$ cat src/icd_defs.vh
`ifndef ICD_DEFS_VH
`define ICD_DEFS_VH
// Register byte offsets
`define ICD_A_CTRL      8'h00
`define ICD_A_CHEN      8'h04
`define ICD_A_FAILLO    8'h08
`define ICD_A_RANGE     8'h0C
`define ICD_A_FILT      8'h10
`define ICD_A_ALMEN     8'h14
`define ICD_A_ALMLIM    8'h18
`define ICD_A_SDATA     8'h1C
`define ICD_A_STAT      8'h20
`define ICD_A_ISACMD    8'h24
`define ICD_A_ISARESP   8'h28
`define ICD_A_IRQST     8'h2C
`define ICD_A_IRQMSK    8'h30
// Control field positions
`define ICD_CTRL_HISPD  0
`define ICD_CTRL_REJ50  1
`define ICD_CTRL_SRST   2
`define ICD_CTRL_FAULT  3
// Interrupt event positions
`define ICD_EV_CMD0     0
`define ICD_EV_CMD1     1
`define ICD_EV_RESP     2
`define ICD_EV_HRST     3
`define ICD_EV_DATA     4
`define ICD_EV_W        5
// Reset values
`define ICD_CHEN_RST    16'hFFFF
`define ICD_FAILLO_RST  16'h0000
`define ICD_RANGE_5V    4'h0
`define ICD_FILT_RST    16'h0000
`define ICD_ALMEN_RST   16'h0000
`define ICD_SDATA_RST   16'h0000
// Address window and factory strap value (address bits 8..1 of 0x2B2)
`define ICD_IO_BIT9     1'b1
`define ICD_FACT_STRAPS 8'h59
// Timing
`define ICD_CLK_MHZ     100
`define ICD_SLOT_US     22000
`define ICD_SLOT_CYC    (`ICD_SLOT_US * `ICD_CLK_MHZ)
`define ICD_DATA_SLOTS  35
`define ICD_LAMP_MS     500
`define ICD_LAMP_CYC    (`ICD_LAMP_MS * 1000 * `ICD_CLK_MHZ)
`define ICD_RESP_OKAY   2'b00
`define ICD_RESP_SLVERR 2'b10
`endif

$ cat src/icd_isa_dec.v
`timescale 1ns/1ps
`include "icd_defs.vh"
module icd_isa_dec (
  input  wire       clk,      // System clock
  input  wire       rst_n,    // Synchronous reset, active low
  input  wire [9:0] sa_pin,   // ISA address pins
  input  wire       aen_pin,  // Address enable pin
  input  wire       ior_n_pin,// Read strobe pin
  input  wire       iow_n_pin,// Write strobe pin
  input  wire [7:0] sd_pin,   // ISA data in
  input  wire [7:0] straps,   // Captured straps, bit 8..1
  output reg        rd_act,   // Read to our window in progress
  output reg        rd_stb,   // Read strobe ended pulse
  output reg        wr_stb,   // Write strobe ended pulse
  output reg        sel,      // Address bit 0 of cycle
  output reg  [7:0] wdata     // Byte latched on write
);
  reg  [20:0] s1_q;
  reg  [20:0] s2_q;
  reg  [1:0]  s3_q;
  wire        hit;

  ////////////////////////////////////////////////////////////////
  // Two-flop synchronisers on all pins
  always @(posedge clk) begin
    if (!rst_n) begin
      s1_q <= 21'h1FFFFF;
      s2_q <= 21'h1FFFFF;
      s3_q <= 2'h3;
    end else begin
      s1_q <= {iow_n_pin, ior_n_pin, aen_pin, sd_pin, sa_pin};
      s2_q <= s1_q;
      s3_q <= s2_q[20:19];
    end
  end

  // Window compare, AEN low only
  assign hit = !s2_q[18] &&
               (s2_q[9:1] == {`ICD_IO_BIT9, straps});

  ////////////////////////////////////////////////////////////////
  // Strobe qualification and byte capture
  always @(posedge clk) begin
    if (!rst_n) begin
      rd_act <= 1'b0;
      rd_stb <= 1'b0;
      wr_stb <= 1'b0;
      sel    <= 1'b0;
      wdata  <= 8'h00;
    end else begin
      rd_act <= hit && !s2_q[19];
      rd_stb <= rd_act && s2_q[19] && !s3_q[0];
      wr_stb <= hit && s2_q[20] && !s3_q[1];
      if (hit && !s2_q[20]) begin
        wdata <= s2_q[17:10];
      end
      if (hit) begin
        sel <= s2_q[0];
      end
    end
  end
endmodule

$ cat src/icd_lamp.v
`timescale 1ns/1ps
`include "icd_defs.vh"
module icd_lamp (
  input  wire clk,    // System clock
  input  wire rst_n,  // Synchronous reset, active low
  input  wire start,  // Soft reset pulse
  input  wire hold,   // Bus reset level
  input  wire fault,  // Board fault level
  output reg  lamp_q  // Lamp drive
);
  parameter LAMP_CYC = `ICD_LAMP_CYC;
  reg [25:0] cnt_q;

  ////////////////////////////////////////////////////////////////
  // Half-second stretch, reloaded while bus reset holds
  always @(posedge clk) begin
    if (!rst_n) begin
      cnt_q  <= LAMP_CYC[25:0];
      lamp_q <= 1'b1;
    end else begin
      if (start || hold) begin
        cnt_q <= LAMP_CYC[25:0];
      end else if (cnt_q != 26'h0000000) begin
        cnt_q <= cnt_q - 26'h0000001;
      end
      lamp_q <= start || hold || fault || (cnt_q != 26'h0000000);
    end
  end
endmodule

$ cat src/icd_top.v
// Behaviour
// - Answer two consecutive I/O addresses only
// - Straps set address bits; installed reads zero
// - Factory straps give base 0x02B2
// - Power, soft, hard reset give one state; IRQ status and mask, ISA command and response clear on power reset only
// - Reset selects standard speed, 60Hz rejection
// - Reset enables channels, open sensor fails high
// - Reset zeroes data; fresh within 35 slots
// - Reset sets 5 volt range everywhere
// - Reset zeroes filter constants
// - Reset disables alarms; limits left untouched
// - Lamp on during reset or fault
// - Lamp half second, longer under bus reset
`timescale 1ns/1ps
`include "icd_defs.vh"
module icd_top (
  input  wire        CLK,       // 100 MHz clock
  input  wire        RSTN,      // Sync reset, active low
  input  wire [7:0]  STRAPS,    // Base straps bit8..bit1, high = removed
  input  wire [9:0]  ISA_SA,    // ISA address
  input  wire        ISA_AEN,   // Address enable
  input  wire        ISA_IOR_N, // I/O read strobe
  input  wire        ISA_IOW_N, // I/O write strobe
  input  wire        ISA_RESET, // Bus reset, active high
  input  wire [7:0]  ISA_SD_I,  // Data from bus
  output reg  [7:0]  ISA_SD_O,  // Data to bus
  output wire        ISA_SD_OE, // Drive enable for data
  output wire        LAMP,      // Status lamp
  output wire        IRQ,       // Interrupt, active high
  input  wire [7:0]  AWADDR,    // Write address
  input  wire        AWVALID,   // Write address valid
  output wire        AWREADY,   // Write address ready
  input  wire [31:0] WDATA,     // Write data
  input  wire [3:0]  WSTRB,     // Byte strobes
  input  wire        WVALID,    // Write data valid
  output wire        WREADY,    // Write data ready
  output reg  [1:0]  BRESP,     // Write response
  output reg         BVALID,    // Write response valid
  input  wire        BREADY,    // Write response ready
  input  wire [7:0]  ARADDR,    // Read address
  input  wire        ARVALID,   // Read address valid
  output wire        ARREADY,   // Read address ready
  output reg  [31:0] RDATA,     // Read data
  output reg  [1:0]  RRESP,     // Read response
  output reg         RVALID,    // Read valid
  input  wire        RREADY     // Read ready
);
  parameter SLOT_CYC = `ICD_SLOT_CYC;
  parameter LAMP_CYC = `ICD_LAMP_CYC;

  reg  [7:0]  strap_s1_q;
  reg  [7:0]  strap_s2_q;
  reg  [7:0]  strap_q;
  reg         hrst_s1_q;
  reg         hrst_s2_q;
  reg         hrst_q;
  reg         srst_q;
  reg  [3:0]  ctrl_q;
  reg  [15:0] chen_q;
  reg  [15:0] faillo_q;
  reg  [3:0]  range_q;
  reg  [15:0] filt_q;
  reg  [15:0] almen_q;
  reg  [15:0] almlim_q;
  reg  [15:0] sdata_q;
  reg  [15:0] cmd_q;
  reg  [15:0] resp_q;
  reg  [`ICD_EV_W-1:0] irqst_q;
  reg  [`ICD_EV_W-1:0] irqmsk_q;
  reg  [21:0] slot_q;
  reg  [5:0]  nslot_q;
  reg         avail_q;
  reg         aw_q;
  reg         w_q;
  reg  [7:0]  awaddr_q;
  reg  [31:0] wdata_q;
  reg  [3:0]  wstrb_q;
  reg  [31:0] rd_d;
  reg         rd_ok;
  reg         wr_ok;
  reg  [`ICD_EV_W-1:0] ev_d;
  wire        cfg_rst;
  wire        wr_go;
  wire        rd_act;
  wire        rd_stb;
  wire        wr_stb;
  wire        sel;
  wire [7:0]  isa_wd;
  wire        lamp;
  wire [31:0] wm;
  wire [31:0] lm;

  // Byte-lane merge of a write into a register
  function [31:0] merge;
    input [31:0] old;
    input [31:0] nw;
    input [3:0]  st;
    integer      i;
    begin
      merge = old;
      for (i = 0; i < 4; i = i + 1) begin
        if (st[i]) begin
          merge[i*8 +: 8] = nw[i*8 +: 8];
        end
      end
    end
  endfunction

  ////////////////////////////////////////////////////////////////
  // Strap and bus reset capture
  always @(posedge CLK) begin
    if (!RSTN) begin
      strap_s1_q <= `ICD_FACT_STRAPS;
      strap_s2_q <= `ICD_FACT_STRAPS;
      strap_q    <= `ICD_FACT_STRAPS;
      hrst_s1_q  <= 1'b0;
      hrst_s2_q  <= 1'b0;
      hrst_q     <= 1'b0;
    end else begin
      strap_s1_q <= STRAPS;
      strap_s2_q <= strap_s1_q;
      strap_q    <= strap_s2_q;
      hrst_s1_q  <= ISA_RESET;
      hrst_s2_q  <= hrst_s1_q;
      hrst_q     <= hrst_s2_q;
    end
  end

  // One reset for power-up, soft and bus reset
  assign cfg_rst = !RSTN || srst_q || hrst_s2_q;

  ////////////////////////////////////////////////////////////////
  // Host bus decode
  icd_isa_dec u_dec (
    .clk       (CLK),
    .rst_n     (RSTN),
    .sa_pin    (ISA_SA),
    .aen_pin   (ISA_AEN),
    .ior_n_pin (ISA_IOR_N),
    .iow_n_pin (ISA_IOW_N),
    .sd_pin    (ISA_SD_I),
    .straps    (strap_q),
    .rd_act    (rd_act),
    .rd_stb    (rd_stb),
    .wr_stb    (wr_stb),
    .sel       (sel),
    .wdata     (isa_wd)
  );

  // Drive bus data only during our own read
  assign ISA_SD_OE = rd_act;

  always @(posedge CLK) begin
    if (!RSTN) begin
      ISA_SD_O <= 8'h00;
    end else if (sel) begin
      ISA_SD_O <= {4'h0, ctrl_q[`ICD_CTRL_FAULT], avail_q, hrst_q, lamp};
    end else begin
      ISA_SD_O <= resp_q[7:0];
    end
  end

  ////////////////////////////////////////////////////////////////
  // Lamp timer
  icd_lamp #(.LAMP_CYC(LAMP_CYC)) u_lamp (
    .clk    (CLK),
    .rst_n  (RSTN),
    .start  (srst_q),
    .hold   (hrst_s2_q),
    .fault  (ctrl_q[`ICD_CTRL_FAULT]),
    .lamp_q (lamp)
  );
  assign LAMP = lamp;

  ////////////////////////////////////////////////////////////////
  // Slot counter, data available after the reset wait
  always @(posedge CLK) begin
    if (cfg_rst) begin
      slot_q  <= 22'h000000;
      nslot_q <= 6'h00;
      avail_q <= 1'b0;
    end else if (!avail_q) begin
      if (slot_q == SLOT_CYC[21:0] - 22'h000001) begin
        slot_q  <= 22'h000000;
        nslot_q <= nslot_q + 6'h01;
        avail_q <= (nslot_q == `ICD_DATA_SLOTS - 1);
      end else begin
        slot_q <= slot_q + 22'h000001;
      end
    end
  end

  ////////////////////////////////////////////////////////////////
  // AXI write channel capture
  assign AWREADY = !aw_q;
  assign WREADY  = !w_q;
  assign wr_go   = aw_q && w_q && !BVALID;

  always @(posedge CLK) begin
    if (!RSTN) begin
      aw_q     <= 1'b0;
      w_q      <= 1'b0;
      awaddr_q <= 8'h00;
      wdata_q  <= 32'h00000000;
      wstrb_q  <= 4'h0;
      BVALID   <= 1'b0;
      BRESP    <= `ICD_RESP_OKAY;
    end else begin
      if (AWVALID && !aw_q) begin
        aw_q     <= 1'b1;
        awaddr_q <= AWADDR;
      end
      if (WVALID && !w_q) begin
        w_q     <= 1'b1;
        wdata_q <= WDATA;
        wstrb_q <= WSTRB;
      end
      if (wr_go) begin
        aw_q   <= 1'b0;
        w_q    <= 1'b0;
        BVALID <= 1'b1;
        BRESP  <= wr_ok ? `ICD_RESP_OKAY : `ICD_RESP_SLVERR;
      end else if (BVALID && BREADY) begin
        BVALID <= 1'b0;
      end
    end
  end

  // Write address map check
  always @* begin
    case (awaddr_q)
      `ICD_A_CTRL, `ICD_A_CHEN, `ICD_A_FAILLO, `ICD_A_RANGE, `ICD_A_FILT,
      `ICD_A_ALMEN, `ICD_A_ALMLIM, `ICD_A_SDATA, `ICD_A_ISARESP,
      `ICD_A_IRQST, `ICD_A_IRQMSK: wr_ok = 1'b1;
      default: wr_ok = 1'b0;
    endcase
  end

  assign wm = merge(32'h00000000, wdata_q, wstrb_q);
  // Lane mask, ones on every strobed byte
  assign lm = merge(32'h00000000, 32'hFFFFFFFF, wstrb_q);

  ////////////////////////////////////////////////////////////////
  // Configuration registers, restored by any reset
  always @(posedge CLK) begin
    if (cfg_rst) begin
      ctrl_q   <= 4'h0;
      chen_q   <= `ICD_CHEN_RST;
      faillo_q <= `ICD_FAILLO_RST;
      range_q  <= `ICD_RANGE_5V;
      filt_q   <= `ICD_FILT_RST;
      almen_q  <= `ICD_ALMEN_RST;
      sdata_q  <= `ICD_SDATA_RST;
    end else if (wr_go) begin
      case (awaddr_q)
        `ICD_A_CTRL: begin
          ctrl_q <= ((ctrl_q & ~lm[3:0]) | wm[3:0]) & 4'hB; // Soft reset bit not kept
        end
        `ICD_A_CHEN:   chen_q   <= (chen_q & ~lm[15:0]) | wm[15:0];
        `ICD_A_FAILLO: faillo_q <= (faillo_q & ~lm[15:0]) | wm[15:0];
        `ICD_A_RANGE:  range_q  <= (range_q & ~lm[3:0]) | wm[3:0];
        `ICD_A_FILT:   filt_q   <= (filt_q & ~lm[15:0]) | wm[15:0];
        `ICD_A_ALMEN:  almen_q  <= (almen_q & ~lm[15:0]) | wm[15:0];
        `ICD_A_SDATA:  sdata_q  <= (sdata_q & ~lm[15:0]) | wm[15:0];
        default: begin
        end
      endcase
    end
  end

  // Alarm limits keep no reset value
  always @(posedge CLK) begin
    if (wr_go && awaddr_q == `ICD_A_ALMLIM) begin
      almlim_q <= wdata_q[15:0];
    end
  end

  // Soft reset pulse from the control register
  always @(posedge CLK) begin
    if (!RSTN) begin
      srst_q <= 1'b0;
    end else begin
      srst_q <= wr_go && awaddr_q == `ICD_A_CTRL && wm[`ICD_CTRL_SRST];
    end
  end

  ////////////////////////////////////////////////////////////////
  // Host command and response bytes
  always @(posedge CLK) begin
    if (!RSTN) begin
      cmd_q  <= 16'h0000;
      resp_q <= 16'h0000;
    end else begin
      if (wr_stb) begin
        cmd_q[sel*8 +: 8] <= isa_wd;
      end
      if (wr_go && awaddr_q == `ICD_A_ISARESP) begin
        resp_q <= (resp_q & ~lm[15:0]) | wm[15:0];
      end
    end
  end

  ////////////////////////////////////////////////////////////////
  // Interrupt status, write one to clear, set wins
  always @* begin
    ev_d = {`ICD_EV_W{1'b0}};
    ev_d[`ICD_EV_CMD0] = wr_stb && !sel;
    ev_d[`ICD_EV_CMD1] = wr_stb && sel;
    ev_d[`ICD_EV_RESP] = rd_stb && !sel;
    ev_d[`ICD_EV_HRST] = hrst_s2_q && !hrst_q;
    ev_d[`ICD_EV_DATA] = !cfg_rst && !avail_q && nslot_q == `ICD_DATA_SLOTS - 1 &&
                         slot_q == SLOT_CYC[21:0] - 22'h000001;
  end

  always @(posedge CLK) begin
    if (!RSTN) begin
      irqst_q  <= {`ICD_EV_W{1'b0}};
      irqmsk_q <= {`ICD_EV_W{1'b0}};
    end else begin
      if (wr_go && awaddr_q == `ICD_A_IRQST) begin
        irqst_q <= (irqst_q & ~wm[`ICD_EV_W-1:0]) | ev_d;
      end else begin
        irqst_q <= irqst_q | ev_d;
      end
      if (wr_go && awaddr_q == `ICD_A_IRQMSK) begin
        irqmsk_q <= (irqmsk_q & ~lm[`ICD_EV_W-1:0]) | wm[`ICD_EV_W-1:0];
      end
    end
  end

  assign IRQ = |(irqst_q & irqmsk_q);

  ////////////////////////////////////////////////////////////////
  // AXI read channel
  assign ARREADY = !RVALID;

  always @* begin
    rd_ok = 1'b1;
    case (ARADDR)
      `ICD_A_CTRL:    rd_d = {28'h0, ctrl_q};
      `ICD_A_CHEN:    rd_d = {16'h0, chen_q};
      `ICD_A_FAILLO:  rd_d = {16'h0, faillo_q};
      `ICD_A_RANGE:   rd_d = {28'h0, range_q};
      `ICD_A_FILT:    rd_d = {16'h0, filt_q};
      `ICD_A_ALMEN:   rd_d = {16'h0, almen_q};
      `ICD_A_ALMLIM:  rd_d = {16'h0, almlim_q};
      `ICD_A_SDATA:   rd_d = {16'h0, avail_q ? sdata_q : 16'h0000};
      `ICD_A_STAT:    rd_d = {20'h0, strap_q, hrst_q, srst_q, avail_q, lamp};
      `ICD_A_ISACMD:  rd_d = {16'h0, cmd_q};
      `ICD_A_ISARESP: rd_d = {16'h0, resp_q};
      `ICD_A_IRQST:   rd_d = {27'h0, irqst_q};
      `ICD_A_IRQMSK:  rd_d = {27'h0, irqmsk_q};
      default: begin
        rd_d  = 32'h00000000;
        rd_ok = 1'b0;
      end
    endcase
  end

  always @(posedge CLK) begin
    if (!RSTN) begin
      RVALID <= 1'b0;
      RDATA  <= 32'h00000000;
      RRESP  <= `ICD_RESP_OKAY;
    end else if (ARVALID && !RVALID) begin
      RVALID <= 1'b1;
      RDATA  <= rd_d;
      RRESP  <= rd_ok ? `ICD_RESP_OKAY : `ICD_RESP_SLVERR;
    end else if (RVALID && RREADY) begin
      RVALID <= 1'b0;
    end
  end
endmodule

$ cat config.mk
export PLATFORM = sky130hd
export DESIGN_NAME = icd_top
export DESIGN_NICKNAME = d
export VERILOG_FILES = /design/src/icd_isa_dec.v /design/src/icd_lamp.v /design/src/icd_top.v
export VERILOG_INCLUDE_DIRS = /design/src /design/src/src
export SDC_FILE = /design/constraint.sdc
export NUM_CORES = 1
export LEC_CHECK = 0
export ABC_AREA = 1
export BUFFER_PORTS_ARGS = -buffer_cell sky130_fd_sc_hd__buf_2
export CAP_MARGIN = 40
export CORE_ASPECT_RATIO = 0.9
export CORE_UTILIZATION = 65
export CTS_BUF_LIST = sky130_fd_sc_hd__clkbuf_4 sky130_fd_sc_hd__clkbuf_8
export DETAILED_ROUTE_END_ITERATION = 12
export HOLD_SLACK_MARGIN = 0.15
export PLACE_DENSITY = 0.86
export SLEW_MARGIN = 0
export SYNTH_ARGS = -nofsm -noshare
export SYNTH_HDL_FRONTEND = slang
export SYNTH_HIERARCHICAL = 1
export SYNTH_SLANG_ARGS = --single-unit
$ cat constraint.sdc
create_clock -name CLK -period 5.28 [get_ports CLK]
set_input_delay 1.32 -clock CLK [delete_from_list [all_inputs] [get_ports CLK]]
set_output_delay 1.32 -clock CLK [all_outputs]
set_load 0.01 [all_outputs]
==> summary.md, run 1 <==
| Metric | Value |
|---|---|
| Final Hold Viols | `0` |
| Final nets | `between 2k and 2.5k` |
| Switching Fraction | `~25%` |
| Clock Path Buffers | `3` |
| Int Power | `approximately 4.1 mW` |
| Leakage power | `about 7.4 nW` |
| Final Critical Period | `3110 ps` |
| R2R Setup Slk | `3030 ps` |
| Clock latency at the later pin of the worst-skew pair | `about 600 ps` |
| Worst-margin pin slew | `884 ps` |
| Setup bufs post-CTS | `0` |
| Synth area leaders | `dfxtp_1 (44%), nand2_1 (12%), a21oi_1 (5.3%)` |
| Drt via density | `5.50` |
| Hold Path Sink | `strap_q[3]` |
| Detailed router's first-iteration violation count | `approximately 1.2k` |
| Worst-path fanout max | `52` |
| DP HPWL | `26.1 mm` |
| Run status | `finished clean` |
| Asr flop ratio synth | `0%` |
| Post-CTS Hold Buffers | `0` |
| Overall Global Routing Usage | `32.3%` |
| Reg clk slew, reported paths | `approximately 70 ps` |
| CP required | `5820 ps` |
| Reg2reg end | `wdata_q[3]` |
| Setup TNS | `0 ps` |
| Non-filler cells in the finished layout | `approximately 2.4k` |
| Hold depth | `1` |
| Post-synth top area cell | `dfxtp_1` |
| Clock Power Share | `43.4%` |
| Register area | `6990 um^2` |
| R2r startpoint | `w_q` |
| Worst min path class | `flip-flop to flip-flop` |
| Arrival time worst endpoint | `3650 ps` |
| Fillers | `1713` |
| Avg Cell Area, Syn | `7.67 um^2` |
| Syn-to-layout area delta | `11.8%` |
| Gp weighted congestion | `0.955` |
| RSZ-0062 raised after global routing | `false` |
| Buffers on Ports | `104` |
| Die Area | `23600 um^2` |
| Placed Instances | `2291` |
| Final ANT Viol Nets | `0` |
| Setup CP Type | `input port to flip-flop` |
| Fraction of post-synthesis cell area in the top cell type by area | `43.6%` |
| Skew final | `33.8 ps` |
| Die height | `146 um` |
| Pwr Total | `5.49 mW` |
| CTS tree | `done` |
| Post-route clock period utilization | `58.9%` |
| Grt ovf | `0` |
| Vias | `13.1k` |
| Final instance area | `16700 um^2` |
| Number of buffers created by CTS | `52` |
| VDD IR-drop max | `around 250 uV` |
| Slew headroom | `40.8%` |
| PD cells | `between 300 and 400 nW/um^2` |
| Seq/Total Area, Yosys | `46.8%` |
| H-tree Lvls | `2` |
| Rows | `52` |
| Post-cts sizing count | `0` |
| Initial core utilization | `66.3%` |
| First-pass GRT wire length | `61.2 mm` |
| Initial antenna violation count | `0` |
| NetSw | `1.39 mW` |
| Share of layout cells above drive strength 1 | `19.4%` |
| Max frequency | `0.321 GHz` |
| Synthesized netlist cell count | `1945` |
| Post-synth EDFFs | `16` |
| MaxCap Viol Count | `0` |
| Ys flop type | `dfxtp_1` |
| Ys Warns | `6` |
| Synth cell types | `52` |
| Synthesized flop and latch total | `341` |
| DRC Markers | `0` |
| Comb pwr share | `under 10%` |
| WL final | `about 38 mm` |
| Core area | `22500 um^2` |
| CP Launch Type | `input port` |
| Post-layout util | `around 74%` |
| Max Slew Vio Count | `0` |
| Crit end category | `flip-flop` |
| IO Pins | `141` |
| Launch point of the worst hold path | `strap_s2_q[3]` |
| Most numerous cell in the Yosys netlist | `nand2_1` |
| Vias in the first global route | `12.4k` |
| Final setup viols | `0` |
| Worst-case reg-to-reg path depth | `4` |
| Die width | `~160 um` |
| First-pass DRT Iterations | `7` |
| Largest net degree at the start of global routing | `64` |
| Clk sink count | `approximately 340` |
| Post-Syn Area | `14900 um^2` |
| Sequential Power Share | `between 40% and 50%` |
| CTS root buffer | `clkbuf_8` |
| Footprint of the multi-input gates | `6700 um^2` |
| # diodes | `0` |
| Wire per inst | `about 16 um` |
| Commonest cells post-synth | `nand2_1 (460), dfxtp_1 (325), nor2_1 (198), inv_1 (189), a21oi_1 (157)` |
| Dpl cell area | `15500 um^2` |
critical path, cell delays in order:
cell and delay (ps):
buf_2 520, inv_2 470, nor3_4 270, buf_4 580
o21ai_0 240, a21oi_1 200
power by group through the flow:
stage / Sequential (mW) / Clock (mW) / Combinational (mW)
floorplan: 2.75 / 0 / 0.300
global placement: 2.76 / 0 / 0.374
detailed placement: 2.76 / 0 / 0.389
CTS: 2.71 / 2.39 / 0.395
global route: 2.71 / 2.53 / 0.439
finish: 2.71 / 2.38 / 0.399
stage by stage:
step / setup WS (ps) / hold slack (ps)
global route: 2050 / 388
finish: 2170 / 380
floorplan: 2920 / 367
detailed placement: 1690 / 395
global placement: 1650 / 391
CTS: 2260 / 380
cell usage in the layout (no fill, tap or decap), types with 4 or more instances in the layout:
| cell type | n |
|---|---|
| o21ai_0 | 114 |
| or2_2 | 56 |
| nor2_1 | 198 |
| o21ai_1 | 22 |
| o21ai_2 | 4 |
| a211oi_1 | 10 |
| inv_1 | 189 |
| o211ai_2 | 16 |
| nand2_1 | 460 |
| xor2_1 | 17 |
| buf_4 | 4 |
| inv_2 | 27 |
| clkinv_2 | 14 |
| dfxtp_1 | 325 |
| nor3_1 | 25 |
| nand4_1 | 28 |
| buf_2 | 104 |
| nor2_2 | 18 |
| nand3_1 | 72 |
| xnor2_1 | 6 |
| nand2_2 | 21 |
| ha_1 | 4 |
| a21oi_1 | 157 |
| nand3_2 | 4 |
| clkinv_1 | 5 |
| conb_1 | 18 |
| nor3_4 | 6 |
| nand3_4 | 4 |
| clkbuf_8 | 65 |
| nor2_4 | 21 |
| clkbuf_4 | 13 |
| edfxtp_1 | 16 |
area by class of cell:
type | instances | area share [%]
clock buffers | 78 | 5.94
clock inverters | 19 | 1.07
inverters | 221 | 4.97
multi-input cells | 1319 | 40.1
flip-flops and latches | 341 | 41.9
well taps | 297 | 2.23
repair buffers | 113 | 3.81
worst max path at each step:
stage | start | end | slack, ps | depth (start not counted)
global placement | RSTN | slot_q[0] | 1650 | 7
floorplan | RSTN | slot_q[13] | 2920 | 6
detailed placement | RSTN | flip-flop | 1690 | 6
finish | RSTN | flip-flop | 2170 | 6
global route | RSTN | flip-flop | 2050 | 6
CTS | RSTN | flip-flop | 2260 | 6
cell families after synthesis:
logic type               after synthesis  synth area share (%)
adder cells (fa/ha/maj)                4                 0.335
XOR/XNOR                              24                  1.46
other                                  1                0.0251
AO/OA/AOI/OAI                        340                  12.8
AND/OR/NAND/NOR                      933                  29.7
flip-flops                           341                  46.8
buffers and inverters                302                  8.83
layer usage:
layer,global-route usage (%),up-vias,share of wire [%]
li1,-,6402,-
met1,43.4,5991,42
met2,51.3,630,45
met3,5.56,112,9.6
met4,13.8,0,3.5
met5,0,-,0
(Power assumes the default switching activity.)
==> run 2: changes to the inputs <==
--- a/config.mk
+++ b/config.mk
@@ -10,11 +10,11 @@
 export BUFFER_PORTS_ARGS = -buffer_cell sky130_fd_sc_hd__buf_2
 export CAP_MARGIN = 40
 export CORE_ASPECT_RATIO = 0.9
-export CORE_UTILIZATION = 65
+export CORE_UTILIZATION = 56
 export CTS_BUF_LIST = sky130_fd_sc_hd__clkbuf_4 sky130_fd_sc_hd__clkbuf_8
 export DETAILED_ROUTE_END_ITERATION = 12
 export HOLD_SLACK_MARGIN = 0.15
-export PLACE_DENSITY = 0.86
+export PLACE_DENSITY = 0.79
 export SLEW_MARGIN = 0
 export SYNTH_ARGS = -nofsm -noshare
 export SYNTH_HDL_FRONTEND = slang
==> constraint.sdc (replaced) <==
create_clock -name CLK -period 2.75 [get_ports CLK]
set_input_delay 0.6875 -clock CLK [delete_from_list [all_inputs] [get_ports CLK]]
set_output_delay 0.6875 -clock CLK [all_outputs]
set_load 0.01 [all_outputs]
==> run 2 against run 1 <==
Effect of this change: flip-flop and latch count is the same; utilization fell by 10 points; sequential power rose by 92%; sequential share of layout area down 0.15 points; non-clock buffer count rose by 16; combinational power is 93% higher; critical path type is now flip-flop to output port.
==> summary.md, run 2 (synthesized netlist as in run 1, its figures left out) <==
| Metric | Value |
|---|---|
| H-tree Lvls | `2 (unchanged)` |
| MaxCap Viol Count | `0 (unchanged)` |
| DRC Markers | `0 (unchanged)` |
| Number of buffers created by CTS | `53 (was 52)` |
| Arrival time worst endpoint | `1530 ps (was 3650 ps)` |
| Non-filler cells in the finished layout | `2455 (was 2388)` |
| Clock Power Share | `41.8% (was 43.4%)` |
| Worst-case reg-to-reg path depth | `6 (was 4)` |
| Final Hold Viols | `0 (unchanged)` |
| Initial core utilization | `57.1% (was 66.3%)` |
| Rows | `56 (was 52)` |
| Gp weighted congestion | `0.916 (was 0.955)` |
| Skew final | `26.4 ps (was 33.8 ps)` |
| Reg clk slew, reported paths | `60 ps (was 70 ps)` |
| Final ANT Viol Nets | `0 (unchanged)` |
| CP required | `2060 ps (was 5820 ps)` |
| DP HPWL | `26.6 mm (was 26.1 mm)` |
| Post-layout util | `64.1% (was 74.1%)` |
| Placed Instances | `2358 (was 2291)` |
| Commonest non-fill, non-tap cell in the layout | `nand2_1 (unchanged)` |
| Grt ovf | `0 (unchanged)` |
| Wire per inst | `15.3 um (was 15.8 um)` |
| Max Slew Vio Count | `0 (unchanged)` |
| PD cells | `613 nW/um^2 (was 329 nW/um^2)` |
| Die Area | `27300 um^2 (was 23600 um^2)` |
| # diodes | `0 (unchanged)` |
| Post-route clock period utilization | `80.8%` |
| Fillers | `2237 (was 1713)` |
| Run status | `finished clean (unchanged)` |
| Setup TNS | `0 ps (unchanged)` |
| Final Critical Period | `2220 ps` |
| WL final | `37.5 mm (was 37.6 mm)` |
| Core area | `26100 um^2 (was 22500 um^2)` |
| Switching Fraction | `25.6% (was 25.3%)` |
| Worst-margin pin slew | `814 ps (was 884 ps)` |
| Die height | `157 um (was 146 um)` |
| Launch point of the worst hold path | `STRAPS[2] (was strap_s2_q[3])` |
| Largest net degree at the start of global routing | `53 (was 64)` |
| Most frequent cells in the layout | `nand2_1 (460), dfxtp_1 (325), nor2_1 (198) (unchanged)` |
| Clock latency at the later pin of the worst-skew pair | `610 ps (about the same)` |
| VDD IR-drop max | `503 uV (was 248 uV)` |
| R2r startpoint | `BVALID (was w_q)` |
| Crit end category | `output port (was flip-flop)` |
| Overall Global Routing Usage | `27.3% (was 32.3%)` |
| Share of layout cells above drive strength 1 | `19.7% (was 19.4%)` |
| Final instance area | `16800 um^2 (was 16700 um^2)` |
| Detailed router's first-iteration violation count | `986 (was 1225)` |
| RSZ-0062 raised after global routing | `false (unchanged)` |
| Hold depth | `3 (was 1)` |
| Comb pwr share | `7.5% (was 7.3%)` |
| CP Launch Type | `flip-flop (was input port)` |
| Clock Path Buffers | `3 (unchanged)` |
| Vias | `12.9k (was 13.1k)` |
| Final setup viols | `0 (unchanged)` |
| Leakage power | `7.40 nW (was 7.39 nW)` |
| Vias in the first global route | `11.9k (was 12.4k)` |
| Max frequency | `0.450 GHz` |
| Setup CP Type | `flip-flop to output port (was input port to flip-flop)` |
| First-pass DRT Iterations | `8 (was 7)` |
| Initial antenna violation count | `0 (unchanged)` |
| Worst min path class | `input port to flip-flop (was flip-flop to flip-flop)` |
| Die width | `174 um (was 162 um)` |
| CTS tree | `done (unchanged)` |
| IO Pins | `141 (unchanged)` |
| NetSw | `2.63 mW (was 1.39 mW)` |
| Syn-to-layout area delta | `12.2% (was 11.8%)` |
| CTS root buffer | `clkbuf_8 (unchanged)` |
| Final nets | `2158 (was 2141)` |
| Worst-path fanout max | `3 (was 52)` |
| R2R Setup Slk | `810 ps (was 3030 ps)` |
| First-pass GRT wire length | `59.7 mm (was 61.2 mm)` |
| Int Power | `7.63 mW (was 4.10 mW)` |
| Post-cts sizing count | `0 (unchanged)` |
| Clk sink count | `341 (unchanged)` |
| Buffers on Ports | `104 (unchanged)` |
| Dpl cell area | `15700 um^2 (was 15500 um^2)` |
| Hold Path Sink | `strap_s1_q[2] (was strap_q[3])` |
| Drt via density | `5.24 (was 5.50)` |
| Setup bufs post-CTS | `0 (unchanged)` |
| Slew headroom | `45.7% (was 40.8%)` |
| Post-CTS Hold Buffers | `0 (unchanged)` |
| Sequential Power Share | `50.7% (was 49.4%)` |
==> run 2: cell count changes in the layout (fill, tap and decap cells not counted), moves of 2 or more <==
| cell | change |
|---|---|
| buf_4 | +20 |
| bufinv_16 | -2 |
| buf_6 | -2 |
| clkinv_2 | -2 |
| clkinv_1 | +6 |
==> run 2: stage by stage <==
step	setup WS, ps	total power [mW]	hold slack, ps
2_1_floorplan	440	5.85	367
3_3_place_gp	463	6.04	387
3_5_place_dp	394	6.06	397
4_1_cts	505	10.3	250
5_1_grt	407	10.6	262
6_report	528	10.3	277
==> run 2: worst max-delay path by stage <==
stage	end	cells past startpoint
floorplan	almlim_q[0]	4
global placement	RDATA[12]	10
detailed placement	RDATA[12]	10
CTS	IRQ	5
global route	IRQ	5
finish	IRQ	5
==> run 2: worst max-delay path, stage by stage, from the launching register on <==
cell and delay (ps):
dfxtp_1 330, nand2_1 60, nand2_1 50, a221oi_1 200
nand2_1 140, buf_2 160
==> run 2: power by group through the flow <==
stage / registers (mW) / logic (mW) / clock network [mW]
after floorplan: 5.28 / 0.575 / 0
after global placement: 5.30 / 0.736 / 0
after detailed placement: 5.31 / 0.757 / 0
after CTS: 5.20 / 0.763 / 4.35
after global routing: 5.21 / 0.851 / 4.58
final: 5.20 / 0.770 / 4.29
==> run 2: final cells by class <==
class | count | area [um^2] | share of cell area (%)
timing repair buffer | 129 | 721 | 4.30
inverter | 221 | 830 | 4.95
clock inverter | 21 | 118 | 0.702
tap | 348 | 435 | 2.60
sequential | 341 | 6990 | 41.7
multi-input combinational | 1319 | 6690 | 39.9
clock buffer | 76 | 971 | 5.80
==> run 2: metal layers <==
layer	vias to the layer above	part of all wire [%]	global-route usage [%]	routed length, um
li1	6435	-	-	-
met1	5793	45	37.4	16900
met2	557	43	42.7	16200
met3	74	9.4	5.83	3550
met4	0	2.3	8.94	850
met5	-	0	0	0
